[config.mk]
export PLATFORM = sky130hd
export DESIGN_NAME = mbcr_top
export DESIGN_NICKNAME = d
export VERILOG_FILES = /design/src/mbcr_msg_parser.v /design/src/mbcr_jump_stepper.v /design/src/mbcr_top.v
export VERILOG_INCLUDE_DIRS = /design/src
export SDC_FILE = /design/constraint.sdc
export NUM_CORES = 2
export LEC_CHECK = 0
export ABC_AREA = 1
export BUFFER_PORTS_ARGS = -buffer_cell sky130_fd_sc_hd__clkbuf_2
export CAP_MARGIN = 20
export CORE_MARGIN = 1.5
export CORE_UTILIZATION = 45
export DETAILED_ROUTE_END_ITERATION = 16
export GPL_TIMING_DRIVEN = 0
export PLACE_DENSITY = 0.62
export SLEW_MARGIN = 20
export SYNTH_ARGS = -nofsm -noshare
export SYNTH_HDL_FRONTEND = slang
export SYNTH_HIERARCHICAL = 1
export SYNTH_SLANG_ARGS = --single-unit
export TNS_END_PERCENT = 20
[constraint.sdc]
create_clock -name mclk_i -period 8.7 [get_ports mclk_i]
set_input_delay 2.175 -clock mclk_i [delete_from_list [all_inputs] [get_ports mclk_i]]
set_output_delay 2.175 -clock mclk_i [all_outputs]
set_load 0.05 [all_outputs]
[src/mbcr_regs.vh]
// Constants for the MIDI bank controller router: register offsets, field positions and reset values.
`ifndef MBCR_REGS_VH
`define MBCR_REGS_VH
`define MBCR_ADDR_W 8
// Register word offsets (byte addresses, one word each).
`define MBCR_R_CTRL 8'h00
`define MBCR_R_CHAN 8'h04
`define MBCR_R_SLOTSEL 8'h08
`define MBCR_R_SLOTCC 8'h0c
`define MBCR_R_ROUTE_AMT 8'h10
`define MBCR_R_KNOBMAP 8'h14
`define MBCR_R_KNOBVAL 8'h18
`define MBCR_R_SLOTOUT 8'h1c
`define MBCR_R_BANK 8'h20
`define MBCR_R_PROG 8'h24
`define MBCR_R_MIXOUT 8'h28
`define MBCR_R_LAYERSEL 8'h2c
`define MBCR_R_LAYERVAL 8'h30
`define MBCR_R_JUMP 8'h34
`define MBCR_R_NAME 8'h38
`define MBCR_R_FIXED 8'h3c
`define MBCR_R_PRESET 8'h40
// CTRL fields.
`define MBCR_CTRL_EDIT 0
`define MBCR_CTRL_ALLEN 1
// MIDI status nibbles and fixed controller numbers.
`define MBCR_ST_CC 4'hb
`define MBCR_ST_PC 4'hc
`define MBCR_ST_PB 4'he
`define MBCR_CC_BANK_MSB 7'h00
`define MBCR_CC_MOD 7'h01
`define MBCR_CC_PEDAL 7'h04
`define MBCR_CC_VOL 7'h07
`define MBCR_CC_PAN 7'h0a
`define MBCR_CC_EXPR 7'h0b
`define MBCR_CC_BANK_LSB 7'h20
// Bank decode.
`define MBCR_MSB_USER 7'h00
`define MBCR_MSB_ROM 7'h12
`define MBCR_LSB_MAX 7'h03
// Mix output code that defers to the preset's layer routing.
`define MBCR_MIX_PRESET 3'h4
// Knob slot ceiling (A..L) and reset values.
`define MBCR_KNOB_SLOT_MAX 4'hb
`define MBCR_RST_VOL 7'h64
`define MBCR_RST_PAN 7'h40
`define MBCR_RST_EXPR 7'h7f
`endif

[src/mbcr_msg_parser.v]
// MIDI byte stream parser producing complete channel messages.
`timescale 1ns/100ps
`default_nettype none
`include "mbcr_regs.vh"
module mbcr_msg_parser (
    input wire mclk_i,
    input wire resetn_i,
    input wire byte_valid_i,
    input wire [7:0] byte_i,
    output reg msg_valid_o,
    output reg [3:0] msg_status_o,
    output reg [3:0] msg_chan_o,
    output reg [6:0] msg_d1_o,
    output reg [6:0] msg_d2_o
);
    reg [3:0] run_st_reg;
    reg [3:0] run_ch_reg;
    reg have_d1_reg;
    reg [6:0] d1_reg;
    wire one_byte = (run_st_reg == `MBCR_ST_PC) || (run_st_reg == 4'hd);
    // Running status is kept so that keyboards omitting repeated status bytes still work.
    always @(posedge mclk_i or negedge resetn_i) begin
        if (!resetn_i) begin
            run_st_reg <= 4'h0;
            run_ch_reg <= 4'h0;
            have_d1_reg <= 1'b0;
            d1_reg <= 7'h00;
            msg_valid_o <= 1'b0;
            msg_status_o <= 4'h0;
            msg_chan_o <= 4'h0;
            msg_d1_o <= 7'h00;
            msg_d2_o <= 7'h00;
        end else begin
            msg_valid_o <= 1'b0;
            if (byte_valid_i) begin
                if (byte_i[7]) begin
                    if (byte_i[7:4] != 4'hf) begin
                        run_st_reg <= byte_i[7:4];
                        run_ch_reg <= byte_i[3:0];
                        have_d1_reg <= 1'b0;
                    end else if (!byte_i[3]) begin
                        run_st_reg <= 4'h0;
                    end
                end else if (run_st_reg[3]) begin
                    if (one_byte || have_d1_reg) begin
                        msg_valid_o <= 1'b1;
                        msg_status_o <= run_st_reg;
                        msg_chan_o <= run_ch_reg;
                        msg_d1_o <= one_byte ? byte_i[6:0] : d1_reg;
                        msg_d2_o <= one_byte ? 7'h00 : byte_i[6:0];
                        have_d1_reg <= 1'b0;
                    end else begin
                        d1_reg <= byte_i[6:0];
                        have_d1_reg <= 1'b1;
                    end
                end
            end
        end
    end
endmodule
`default_nettype wire

[src/mbcr_jump_stepper.v]
// Sixteen jump-button page steppers with wrap to the first screen.
`timescale 1ns/100ps
`default_nettype none
`include "mbcr_regs.vh"
module mbcr_jump_stepper #(
    parameter PAGE_W = 3
) (
    input wire mclk_i,
    input wire resetn_i,
    input wire press_i,
    input wire [3:0] button_i,
    input wire [PAGE_W-1:0] last_page_i,
    output reg [3:0] category_o,
    output reg [PAGE_W-1:0] page_o
);
    reg [PAGE_W-1:0] pos_reg [0:15];
    integer i;
    always @(posedge mclk_i or negedge resetn_i) begin
        if (!resetn_i) begin
            for (i = 0; i < 16; i = i + 1) begin
                pos_reg[i] <= {PAGE_W{1'b0}};
            end
            category_o <= 4'h0;
            page_o <= {PAGE_W{1'b0}};
        end else if (press_i) begin
            category_o <= button_i;
            // A new category starts at its first screen; repeated presses step and wrap.
            if (category_o != button_i) begin
                pos_reg[button_i] <= {PAGE_W{1'b0}};
                page_o <= {PAGE_W{1'b0}};
            end else if (page_o >= last_page_i) begin
                pos_reg[button_i] <= {PAGE_W{1'b0}};
                page_o <= {PAGE_W{1'b0}};
            end else begin
                pos_reg[button_i] <= page_o + 1'b1;
                page_o <= page_o + 1'b1;
            end
        end
    end
endmodule
`default_nettype wire

[src/mbcr_top.v]
// MIDI bank, controller and output routing interpreter with edit-menu register port.
//
// The strobed register port and the register offsets were chosen for this implementation.
`timescale 1ns/100ps
`default_nettype none
`include "mbcr_regs.vh"
module mbcr_top #(
    parameter NCH = 16,
    parameter NSLOT = 16,
    parameter NKNOB = 4,
    parameter PAGE_W = 3
) (
    input wire mclk_i,
    input wire resetn_i,
    input wire midi_valid_i,
    input wire [7:0] midi_byte_i,
    input wire [`MBCR_ADDR_W-1:0] addr_i,
    input wire [31:0] wdata_i,
    input wire wr_i,
    input wire rd_i,
    output reg [31:0] rdata_o,
    output reg fixed_valid_o,
    output reg [3:0] fixed_chan_o,
    output reg [2:0] fixed_dest_o,
    output reg [13:0] fixed_value_o,
    output reg slot_valid_o,
    output reg [3:0] slot_chan_o,
    output reg [3:0] slot_idx_o,
    output reg signed [15:0] slot_mod_o,
    output reg prog_valid_o,
    output reg [3:0] prog_chan_o,
    output reg [13:0] prog_bank_o,
    output reg [6:0] prog_num_o,
    output reg prog_rom_o,
    output reg [1:0] prog_bank_idx_o,
    output reg prog_bank_known_o,
    output wire [2:0] layer_send_o,
    output wire [3:0] jump_category_o,
    output wire [PAGE_W-1:0] jump_page_o
);
    wire m_valid;
    wire [3:0] m_st;
    wire [3:0] m_ch;
    wire [6:0] m_d1;
    wire [6:0] m_d2;

    mbcr_msg_parser u_parser (
        .mclk_i(mclk_i),
        .resetn_i(resetn_i),
        .byte_valid_i(midi_valid_i),
        .byte_i(midi_byte_i),
        .msg_valid_o(m_valid),
        .msg_status_o(m_st),
        .msg_chan_o(m_ch),
        .msg_d1_o(m_d1),
        .msg_d2_o(m_d2)
    );

    reg edit_reg;
    reg allen_reg;
    reg [3:0] chan_reg;
    reg [3:0] slotsel_reg;
    reg [4:0] slot_cc_reg [0:NSLOT-1];
    reg signed [7:0] amt_reg [0:NSLOT-1];
    reg [6:0] slot_val_reg [0:NSLOT-1];
    reg [3:0] knob_slot_reg [0:NKNOB-1];
    reg [6:0] bank_msb_reg [0:NCH-1];
    reg [6:0] bank_lsb_reg [0:NCH-1];
    reg [6:0] prog_reg [0:NCH-1];
    reg [2:0] mix_reg [0:NCH-1];
    reg [2:0] layer_sel_reg;
    reg [6:0] layer_val_reg [0:3];
    reg [2:0] layer_mix_reg [0:3];
    reg [7:0] name_reg [0:14];
    reg jump_press_reg;
    reg [3:0] jump_btn_reg;
    reg [PAGE_W-1:0] jump_last_reg;
    integer i;
    integer j;

    // Scaled modulation: seven-bit data times signed eight-bit amount.
    function signed [15:0] mbcr_scale;
        input [6:0] val;
        input signed [7:0] amt;
        begin
            mbcr_scale = $signed({2'b00, val}) * amt;
        end
    endfunction

    // Returns the lowest slot whose controller number matches, bit 4 flags a hit.
    function [4:0] mbcr_match;
        input [6:0] cc;
        input [5*NSLOT-1:0] tab;
        integer k;
        begin
            mbcr_match = 5'h00;
            for (k = NSLOT - 1; k >= 0; k = k - 1) begin
                if (cc[6:5] == 2'b00 && tab[5*k +: 5] == cc[4:0]) begin
                    mbcr_match = {1'b1, k[3:0]};
                end
            end
        end
    endfunction

    reg [5*NSLOT-1:0] cc_tab;
    always @* begin
        cc_tab = {5*NSLOT{1'b0}};
        for (j = 0; j < NSLOT; j = j + 1) begin
            cc_tab[5*j +: 5] = slot_cc_reg[j];
        end
    end

    wire [4:0] hit = mbcr_match(m_d1, cc_tab);
    wire is_cc = m_valid && (m_st == `MBCR_ST_CC);
    wire is_pc = m_valid && (m_st == `MBCR_ST_PC);
    wire is_pb = m_valid && (m_st == `MBCR_ST_PB);
    wire is_wr_bank = wr_i && (addr_i == `MBCR_R_BANK);
    wire is_wr_knob = wr_i && (addr_i == `MBCR_R_KNOBVAL);
    wire [1:0] knob_idx = wdata_i[9:8];
    wire [3:0] knob_slot = knob_slot_reg[knob_idx];

    // Fixed destination code: 0 pitch,1 mod,2 pedal,3 volume,4 pan,5 expression, 7 none.
    reg [2:0] fixed_dest;
    always @* begin
        case (m_d1)
            `MBCR_CC_MOD: fixed_dest = 3'h1;
            `MBCR_CC_PEDAL: fixed_dest = 3'h2;
            `MBCR_CC_VOL: fixed_dest = 3'h3;
            `MBCR_CC_PAN: fixed_dest = 3'h4;
            `MBCR_CC_EXPR: fixed_dest = 3'h5;
            default: fixed_dest = 3'h7;
        endcase
    end

    // Layer comparison for the all-layers view.
    wire layers_equal = (layer_val_reg[0] == layer_val_reg[1]) && (layer_val_reg[0] == layer_val_reg[2]) &&
        (layer_val_reg[0] == layer_val_reg[3]);
    wire all_sel = layer_sel_reg[2];
    wire [2:0] ch_mix = mix_reg[chan_reg];
    wire [1:0] cur_layer = all_sel ? 2'b00 : layer_sel_reg[1:0];
    assign layer_send_o = (ch_mix == `MBCR_MIX_PRESET) ? layer_mix_reg[cur_layer] : ch_mix;

    wire [6:0] sel_msb = bank_msb_reg[m_ch];
    wire [6:0] sel_lsb = bank_lsb_reg[m_ch];

    always @(posedge mclk_i or negedge resetn_i) begin
        if (!resetn_i) begin
            edit_reg <= 1'b0;
            allen_reg <= 1'b0;
            chan_reg <= 4'h0;
            slotsel_reg <= 4'h0;
            layer_sel_reg <= 3'h0;
            jump_press_reg <= 1'b0;
            jump_btn_reg <= 4'h0;
            jump_last_reg <= {PAGE_W{1'b0}};
            for (i = 0; i < NSLOT; i = i + 1) begin
                slot_cc_reg[i] <= i[4:0] + 5'h10;
                amt_reg[i] <= 8'h00;
                slot_val_reg[i] <= 7'h00;
            end
            for (i = 0; i < NKNOB; i = i + 1) begin
                knob_slot_reg[i] <= i[3:0];
            end
            for (i = 0; i < NCH; i = i + 1) begin
                bank_msb_reg[i] <= 7'h00;
                bank_lsb_reg[i] <= 7'h00;
                prog_reg[i] <= 7'h00;
                mix_reg[i] <= `MBCR_MIX_PRESET;
            end
            for (i = 0; i < 4; i = i + 1) begin
                layer_val_reg[i] <= 7'h00;
                layer_mix_reg[i] <= 3'h0;
            end
            for (i = 0; i < 15; i = i + 1) begin
                name_reg[i] <= 8'h20;
            end
            fixed_valid_o <= 1'b0;
            fixed_chan_o <= 4'h0;
            fixed_dest_o <= 3'h0;
            fixed_value_o <= 14'h0000;
            slot_valid_o <= 1'b0;
            slot_chan_o <= 4'h0;
            slot_idx_o <= 4'h0;
            slot_mod_o <= 16'sh0000;
            prog_valid_o <= 1'b0;
            prog_chan_o <= 4'h0;
            prog_bank_o <= 14'h0000;
            prog_num_o <= 7'h00;
            prog_rom_o <= 1'b0;
            prog_bank_idx_o <= 2'h0;
            prog_bank_known_o <= 1'b0;
            rdata_o <= 32'h00000000;
        end else begin
            fixed_valid_o <= 1'b0;
            slot_valid_o <= 1'b0;
            prog_valid_o <= 1'b0;
            jump_press_reg <= 1'b0;
            // Incoming MIDI messages.
            if (is_pb) begin
                fixed_valid_o <= 1'b1;
                fixed_chan_o <= m_ch;
                fixed_dest_o <= 3'h0;
                fixed_value_o <= {m_d2, m_d1};
            end else if (is_cc) begin
                if (m_d1 == `MBCR_CC_BANK_MSB) begin
                    bank_msb_reg[m_ch] <= m_d2;
                end else if (m_d1 == `MBCR_CC_BANK_LSB) begin
                    bank_lsb_reg[m_ch] <= m_d2;
                end else if (fixed_dest != 3'h7) begin
                    fixed_valid_o <= 1'b1;
                    fixed_chan_o <= m_ch;
                    fixed_dest_o <= fixed_dest;
                    fixed_value_o <= {7'h00, m_d2};
                end else if (hit[4]) begin
                    slot_val_reg[hit[3:0]] <= m_d2;
                    slot_valid_o <= 1'b1;
                    slot_chan_o <= m_ch;
                    slot_idx_o <= hit[3:0];
                    slot_mod_o <= mbcr_scale(m_d2, amt_reg[hit[3:0]]);
                end
            end else if (is_pc && !(edit_reg && m_ch == chan_reg)) begin
                prog_reg[m_ch] <= m_d1;
                prog_valid_o <= 1'b1;
                prog_chan_o <= m_ch;
                prog_bank_o <= {sel_msb, sel_lsb};
                prog_num_o <= m_d1;
                prog_rom_o <= (sel_msb == `MBCR_MSB_ROM);
                prog_bank_idx_o <= sel_lsb[1:0];
                prog_bank_known_o <= ((sel_msb == `MBCR_MSB_USER) || (sel_msb == `MBCR_MSB_ROM)) &&
                    (sel_lsb <= `MBCR_LSB_MAX);
            end
            // Knob movement shares the slot output with MIDI; a knob write in the same cycle as a MIDI slot hit is dropped.
            if (is_wr_knob && knob_slot <= `MBCR_KNOB_SLOT_MAX && !(is_cc && hit[4] && fixed_dest == 3'h7 &&
                m_d1 != `MBCR_CC_BANK_MSB && m_d1 != `MBCR_CC_BANK_LSB)) begin
                slot_val_reg[knob_slot] <= wdata_i[6:0];
                slot_valid_o <= 1'b1;
                slot_chan_o <= chan_reg;
                slot_idx_o <= knob_slot;
                slot_mod_o <= mbcr_scale(wdata_i[6:0], amt_reg[knob_slot]);
            end
            // Register writes from the panel side.
            if (wr_i) begin
                case (addr_i)
                    `MBCR_R_CTRL: begin
                        edit_reg <= wdata_i[`MBCR_CTRL_EDIT];
                        allen_reg <= wdata_i[`MBCR_CTRL_ALLEN];
                        if (!wdata_i[`MBCR_CTRL_ALLEN] && all_sel) begin
                            layer_sel_reg <= 3'h0;
                        end
                    end
                    `MBCR_R_CHAN: chan_reg <= wdata_i[3:0];
                    `MBCR_R_SLOTSEL: slotsel_reg <= wdata_i[3:0];
                    `MBCR_R_SLOTCC: slot_cc_reg[slotsel_reg] <= wdata_i[4:0];
                    `MBCR_R_ROUTE_AMT: amt_reg[slotsel_reg] <= wdata_i[7:0];
                    `MBCR_R_KNOBMAP: begin
                        if (wdata_i[3:0] <= `MBCR_KNOB_SLOT_MAX) begin
                            knob_slot_reg[wdata_i[9:8]] <= wdata_i[3:0];
                        end
                    end
                    `MBCR_R_BANK: begin
                        if (is_wr_bank) begin
                            bank_msb_reg[chan_reg] <= wdata_i[13:7];
                            bank_lsb_reg[chan_reg] <= wdata_i[6:0];
                        end
                    end
                    `MBCR_R_MIXOUT: mix_reg[chan_reg] <= (wdata_i[2:0] > `MBCR_MIX_PRESET) ? `MBCR_MIX_PRESET :
                        wdata_i[2:0];
                    `MBCR_R_LAYERSEL: begin
                        if (!wdata_i[2] || allen_reg) begin
                            layer_sel_reg <= {wdata_i[2], wdata_i[2] ? 2'b00 : wdata_i[1:0]};
                        end
                    end
                    `MBCR_R_LAYERVAL: begin
                        for (i = 0; i < 4; i = i + 1) begin
                            if (all_sel || layer_sel_reg[1:0] == i[1:0]) begin
                                layer_val_reg[i] <= wdata_i[6:0];
                                layer_mix_reg[i] <= wdata_i[10:8];
                            end
                        end
                    end
                    `MBCR_R_JUMP: begin
                        jump_press_reg <= 1'b1;
                        jump_btn_reg <= wdata_i[3:0];
                        jump_last_reg <= wdata_i[8 +: PAGE_W];
                    end
                    `MBCR_R_NAME: begin
                        if (wdata_i[11:8] < 4'hf) begin
                            name_reg[wdata_i[11:8]] <= wdata_i[7:0];
                        end
                    end
                    default: ;
                endcase
            end
            // Read data stands in the cycle after the strobe only.
            rdata_o <= 32'h00000000;
            if (rd_i) begin
                case (addr_i)
                    `MBCR_R_CTRL: rdata_o <= {30'h0, allen_reg, edit_reg};
                    `MBCR_R_CHAN: rdata_o <= {28'h0, chan_reg};
                    `MBCR_R_SLOTSEL: rdata_o <= {28'h0, slotsel_reg};
                    `MBCR_R_SLOTCC: rdata_o <= {27'h0, slot_cc_reg[slotsel_reg]};
                    `MBCR_R_ROUTE_AMT: rdata_o <= {24'h0, amt_reg[slotsel_reg]};
                    `MBCR_R_KNOBMAP: rdata_o <= {knob_slot_reg[3], knob_slot_reg[2], knob_slot_reg[1],
                        knob_slot_reg[0], 16'h0};
                    `MBCR_R_SLOTOUT: rdata_o <= {25'h0, slot_val_reg[slotsel_reg]};
                    `MBCR_R_BANK: rdata_o <= {18'h0, bank_msb_reg[chan_reg], bank_lsb_reg[chan_reg]};
                    `MBCR_R_PROG: rdata_o <= {25'h0, prog_reg[chan_reg]};
                    `MBCR_R_MIXOUT: rdata_o <= {26'h0, layer_send_o, ch_mix};
                    `MBCR_R_LAYERSEL: rdata_o <= {29'h0, layer_sel_reg};
                    `MBCR_R_LAYERVAL: rdata_o <= {15'h0, all_sel && !layers_equal, 5'h0,
                        layer_mix_reg[cur_layer], 1'b0, layer_val_reg[cur_layer]};
                    `MBCR_R_JUMP: rdata_o <= {20'h0, jump_category_o, {(8 - PAGE_W){1'b0}}, jump_page_o};
                    `MBCR_R_NAME: rdata_o <= {name_reg[3], name_reg[2], name_reg[1], name_reg[0]};
                    `MBCR_R_PRESET: rdata_o <= {18'h0, bank_msb_reg[chan_reg], prog_reg[chan_reg]};
                    default: rdata_o <= 32'h00000000;
                endcase
            end
        end
    end

    mbcr_jump_stepper #(
        .PAGE_W(PAGE_W)
    ) u_jump (
        .mclk_i(mclk_i),
        .resetn_i(resetn_i),
        .press_i(jump_press_reg),
        .button_i(jump_btn_reg),
        .last_page_i(jump_last_reg),
        .category_o(jump_category_o),
        .page_o(jump_page_o)
    );
endmodule
`default_nettype wire

Yosys cells after proc, flatten, opt, wreduce, memory -nomap -nowiden
Cells that the tools add are included.
{"block": "totals", "out_inout_bits": 119, "n_memories": 0, "reg_bits": 1056, "inputBits": 53, "rom_bits": 0, "word_cells": 549, "ram_bits": 0, "latch_bits": 0}
{"block": "classes", "n_reduce_logical": 88, "addsub": 1, "n_lt_le_gt_ge": 21, "n_shift": 0, "mul": 2, "mux": 185, "n_bitwise": 12, "n_eq_ne": 66, "div": 0}
{"cell": "$mux W112", "n": 20}
{"cell": "$bwmux W112", "n": 7}
{"cell": "$pmux W32 S15", "n": 1}
{"cell": "$bmux W7 S4", "n": 6}
{"cell": "$mux W7", "n": 20}
{"cell": "$bwmux W128", "n": 1}
{"cell": "$bwmux W120", "n": 1}
{"cell": "$demux W7 S4", "n": 4}
{"cell": "$mux W16", "n": 7}
{"cell": "$bmux W8 S4", "n": 3}
{"cell": "$mux W4", "n": 24}
{"cell": "$mux W5", "n": 19}
{"cell": "$bwmux W80", "n": 1}
{"cell": "$eq A5 B5 Y1", "n": 16}
{"cell": "$mux W14", "n": 5}
{"cell": "$demux W8 S4", "n": 2}
{"cell": "$mux W8", "n": 8}
{"cell": "$eq A8 B6 Y1 const B", "n": 7}
{"cell": "$bwmux W48", "n": 1}
{"cell": "$mux W3", "n": 16}
{"cell": "$logic_and A1 B1 Y1", "n": 41}
{"cell": "$eq A8 B5 Y1 const B", "n": 4}
{"cell": "$mul A8 B8 Y16", "n": 2}
{"cell": "$mux W32", "n": 1}
{"cell": "other kinds (57)", "n": 158}

Logic depth before layout (Yosys ltp)
{"block": "logic_depth", "depth_word": 32, "depth_mapped": 56, "mapped_depth_nobuf": 54}

Hierarchy
The synthesis kept the hierarchy.
{"mod": "mbcr_top", "n_inst": 1, "area_per_inst_um2": 51693.3, "seq_area_each_um2": 23112.2, "cells_per_inst": 6492}
{"mod": "mbcr_msg_parser", "n_inst": 1, "area_per_inst_um2": 1605.3, "seq_area_each_um2": 975.9, "cells_per_inst": 185}
{"mod": "mbcr_jump_stepper", "n_inst": 1, "area_per_inst_um2": 514.2, "seq_area_each_um2": 175.2, "cells_per_inst": 80}

Worst setup path before layout
No wires, ideal clock.
{"block": "synth_path", "path_type": "input port to flip-flop", "startpoint": "input port wdata_i[9]", "endpoint": "register slot_mod_o[15]", "arrival_time_ps": 7577, "setup_slack_ps": 993, "t_required_ps": 8570, "stages": 30, "setup_time_ps": 130, "n_path_buf": 2, "cell_sequence": "clkinv_1 > nor2_1 > a21oi_1 > o21ai_1 > buf_2 > buf_1 > nor3_1 > a21oi_1 > o221ai_1 > nand2_1 > nand4_1 > or2_2 > fa_1 > fa_1 > fa_1 > inv_1 > fa_1 > ha_1 > a21oi_1 > o21ai_0 > a21oi_1 > inv_1 > a21oi_1 > nor2_1 > o21ai_0 > nand2_1 > a21oi_1 > a21oi_1 > o21ai_0 > a31oi_1"}
{"block": "synth_between", "elab_chain_cells": 10, "elab_cells_between_ends": 20, "cone_classes": "1 x mul; 1 x order compare; 4 x eq/ne; 7 x mux; 2 x bitwise; 5 x reduce/logical"}
{"element": "from (decl)", "line_no": "mbcr_top.v:18", "source": "input wire [31:0] wdata_i,"}
{"element": "$not A2 Y3 (not written as such) (*)", "line_no": "mbcr_top.v:120", "source": "wire [3:0] knob_slot = knob_slot_reg[knob_idx];"}
{"element": "$bmux W4 S2 (*)", "line_no": "mbcr_top.v:120"}
{"element": "$mux W4 (not written as such) (*) (2 in series)", "line_no": "mbcr_top.v:120"}
{"element": "$not A4 Y5 (not written as such)", "line_no": "mbcr_top.v:239", "source": "slot_mod_o <= mbcr_scale(wdata_i[6:0], amt_reg[knob_slot]);"}
{"element": "$bmux W8 S4", "line_no": "mbcr_top.v:239"}
{"element": "$mux W8 (not written as such) (2 in series)", "line_no": "mbcr_top.v:239"}
{"element": "$mul A8 B8 Y16", "line_no": "mbcr_top.v:86", "source": "mbcr_scale = $signed({2'b00, val}) * amt;"}
{"element": "$mux W16", "line_no": "mbcr_top.v:233", "source": "if (is_wr_knob && knob_slot <= `MBCR_KNOB_SLOT_MAX && !(is_cc && hit[4] && fixed_dest == 3'h7 &&"}
{"element": "to (signal assigned)", "line_no": "mbcr_top.v:219", "source": "slot_mod_o <= mbcr_scale(m_d2, amt_reg[hit[3:0]]);"}
{"element": "to (signal assigned)", "line_no": "mbcr_top.v:239"}
{"element": "to (decl)", "line_no": "mbcr_top.v:29", "source": "output reg signed [15:0] slot_mod_o,"}
Mark *: on every way between the ends. The rest lies on a longest branch, timed or not. The select of a mux whose other input is x is not followed.
A chain may end at the register's enable or synchronous reset.

Worst setup path in the final report
{"block": "layout_path", "startpoint": "input port wdata_i[8]", "endpoint": "register slot_mod_o[15]"}
The elaborated chain is that of the path after synthesis.

==> impl_results.md <==
* Critical path peak fanout at 10
* Clk buf depth at 3
* Final Max Tran Viols at 0
* Distinct cells, synth at 64
* Final non-filler cell total at 8734
* Htree depth at 3
* Internal power at 12.3 mW
* Final setup fails at 0
* Fin Hold WS at 0.477 ns
* Number of global-route vias before repair at 53400
* Initial antenna violation count at 33
* Sw Ratio at 0.520
* Skew-Pair Late Insertion Delay at 0.77 ns
* First-pass GRT wire length at 394 mm
* Cell area after synthesis at 53800 sq um
* RR Endpoint: slot_mod_o[14]
* Critical path capture point: slot_mod_o[15]
* Routability cong. at 1.09
* Critical path startpoint: wdata_i[8]
* Worst min path class: register to register
* GRT Total Usage at 0.454
* Syn Inst Count at 6757
* Antenna-violating nets left at 0
* Final Skew at 0.0545 ns
* RSZ-0062 raised after global routing: false
* Slew Limit Headroom at 0.107
* Syn Nets at 6962
* Clock power frac at 0.186
* Routed wire per std cell at 32.1 um
* Placed cells at 8522
* Maxcap violations at 0
* Highest clock rate at 0.119 GHz
* Port Buffer Count at 150
* CTS Root Cell: clkbuf_16
* Sink Count at 966
* Via count at 56700
* Period utilization at 0.967
* Layout area overhead at 13.1%
* Slack of the worst reg-to-reg path at 0.50 ns
* CP max stage delay at 0.57 ns
* Pin count of the biggest net entering global routing at 84
* Drt drc at 0
* Setup crit start kind: input port
* Maximum vdd drop at 3380 uV
* FF-to-FF Start: u_parser/msg_d1_o[3]
* R2R cell count at 38
* Setup CP Type: input port to register
* Dpl ws at -1.99 ns
* Fin crit period at 8.42 ns
* Full die area at 122000 sq um
* Asr flop ratio synth at 1.00
* Seq cells post-synth at 966
* Initial DRC count at 9108
* # IOs at 172
* Die X at 349 um
* Power density over the cells at 422 nW/um^2
* Layout cells sized above 1 at 0.0846
* Die Y at 349 um
* Main synth FF type: dfrtp_1
* Core Footprint at 118000 sq um
* Hpwl dp at 211 mm
* Vias per Instance at 6.49
* Final hold vios at 0
* Cell mode on critical path: a21oi_1
* Worst setup margin at 0.284 ns
* Max reg flops at 128
* Crit path DAT at 9.04 ns
* Worst path required time at 9.33 ns
* Final nets at 7241
* Leakage at 26.4 nW
* Yosys warns at 6
* CTS tree: done
* Number of flops mapped to enable cells by yosys at 0
* Sequential share of power at 0.190
* Drt first pass iters at 8
* Reg clk slew, reported paths at 0.06 ns
* Crit end category: register
* Net switching power at 13.4 mW
* Slowest CP cell: fa_1
* Final TNS setup at 0 ns
* Sequential element share of the synthesized area at 0.451
* Initial core utilization at 0.455
* Outcome: complete, no violations
* Drt total wl at 280 mm
* Total grt overflow at 0
* Worst Tran Pin Value at 1.34 ns
* Avg Cell Area, Syn at 7.96 sq um
* Comb pwr share at 0.624
* Rows at 126
* Num CTS Buffers at 107
critical path: cells and delay by family:
kind / cells / cell delay (ns)
adder cells (fa/ha/maj): 5 / 2.42
AO/OA/AOI/OAI: 14 / 2.36
AND/OR/NAND/NOR: 6 / 0.76
buffers and inverters: 7 / 1.31
final cells by class:
type | count | area, sq um
multi-input cells | 4702 | 25400
plain buffers | 491 | 2080
repair buffers | 170 | 1180
fillers | 11700 | 57600
well taps | 1600 | 2000
inverters | 598 | 2250
clock inverters | 32 | 463
clock buffers | 167 | 3140
flip-flops and latches | 966 | 24300
diodes | 8 | 20.0
synthesized netlist by cell type (3+ instances only):
cell | number | area share
a211oi_1 | 29 | 0.0040
a41oi_1 | 19 | 0.0031
dfrtp_1 | 894 | 0.42
a21oi_1 | 223 | 0.021
a221oi_1 | 18 | 0.0029
or4_1 | 3 | 0.00042
a221o_1 | 4 | 0.00074
nor3_1 | 101 | 0.0094
o21a_1 | 5 | 0.00070
a2111oi_0 | 4 | 0.00065
a22o_1 | 20 | 0.0033
dfstp_2 | 72 | 0.035
buf_4 | 19 | 0.0027
clkbuf_1 | 395 | 0.028
inv_1 | 568 | 0.040
nand2_1 | 1476 | 0.10
buf_6 | 7 | 0.0015
nor4_2 | 3 | 0.00070
nand3_1 | 295 | 0.027
o221ai_1 | 157 | 0.026
clkinv_1 | 17 | 0.0012
a22oi_1 | 185 | 0.026
nor4_1 | 17 | 0.0020
inv_2 | 13 | 0.00091
xor2_1 | 17 | 0.0028
a32o_1 | 4 | 0.00074
o211ai_1 | 112 | 0.016
or2_2 | 3 | 0.00035
fa_1 | 62 | 0.023
xnor2_1 | 14 | 0.0023
nand4_1 | 41 | 0.0048
o21ai_0 | 1042 | 0.097
nor2_2 | 7 | 0.00081
nor2_1 | 363 | 0.025
ha_1 | 90 | 0.021
a31oi_1 | 142 | 0.017
o21ai_1 | 46 | 0.0043
nand2_2 | 11 | 0.0013
buf_1 | 31 | 0.0022
o22ai_1 | 157 | 0.018
buf_2 | 38 | 0.0035
o21bai_1 | 3 | 0.00042
metal layers:
metal | share of wire | routed length (um) | GRT usage
met5 | 0.00093 | 262 | 0
met4 | 0.076 | 21300 | 0.277
met3 | 0.15 | 41100 | 0.172
met2 | 0.39 | 109000 | 0.614
met1 | 0.39 | 109000 | 0.610
kinds of logic (layout without fill, tap and decap cells):
group | Yosys count | count (layout) | synth area share
adder cells (fa/ha/maj) | 152 | 152 | 0.0440
other | 0 | 8 | 0
XOR/XNOR | 31 | 31 | 0.00505
AND/OR/NAND/NOR | 2335 | 2335 | 0.178
buffers and inverters | 1089 | 1458 | 0.0792
flip-flops | 966 | 966 | 0.451
AO/OA/AOI/OAI | 2184 | 2184 | 0.243
layout by cell type (no fill, tap or decap), types with 19 or more instances in the layout:
master     count
nor3_1       101
buf_1         28
o21ai_0     1041
nand4_1       41
a41oi_1       19
clkbuf_1     388
dfrtp_1      894
a21oi_1      223
nand2_2       23
a31oi_1      142
nand3_1      295
nor2_1       348
inv_1        567
ha_1          90
a22o_1        20
clkbuf_16    107
clkbuf_2     190
nand2_1     1464
a22oi_1      185
buf_2         40
o211ai_1     112
o22ai_1      157
buf_4         25
o21ai_1       45
fa_1          62
o221ai_1     156
clkbuf_8      25
a211oi_1      27
dfstp_2       72
through the flow:
| step | utilization | cell area [sq um] | power, mW |
|---|---|---|---|
| after detailed placement | 0.482 | 57000 | 20.2 |
| final | 0.514 | 60800 | 25.7 |
| after floorplan | - | 53800 | 14.9 |
| after global placement | 0.478 | 56600 | 20.1 |
| after CTS | 0.513 | 60700 | 25.1 |
| after global routing | 0.514 | 60800 | 27.4 |
power by group through the flow:
stage          clock, mW  sequential, mW  combinational [mW]
3_5_place_dp           0            4.94                15.2
6_report            4.79            4.88                16.0
3_3_place_gp           0            4.95                15.2
4_1_cts             4.77            4.86                15.5
2_1_floorplan          0            5.08                9.82
5_1_grt             4.94            4.89                17.6
worst min-delay path by stage:
stage / cells past startpoint / slack [ns] / start / to
finish: 2 / 0.48 / prog_bank_o[3] / prog_bank_o[3]
global placement: 2 / 0.46 / u_parser/run_ch_reg[0] / u_parser/msg_chan_o[0]
detailed placement: 2 / 0.46 / u_parser/run_st_reg[0] / u_parser/run_st_reg[0]
global route: 2 / 0.50 / prog_bank_known_o / prog_bank_known_o
CTS: 2 / 0.48 / u_parser/run_st_reg[0] / u_parser/run_st_reg[0]
floorplan: 2 / 0.44 / u_parser/run_st_reg[1] / u_parser/run_st_reg[1]
timing repair:
action / CTS / global route
gates resized for setup: 21 / 48
buffers inserted: 3 / 1
hold buffers: 0 / 0
pin swaps: 2 / 0
endpoints found under the setup margin: 10 / 8
(Power assumes the default switching activity.)
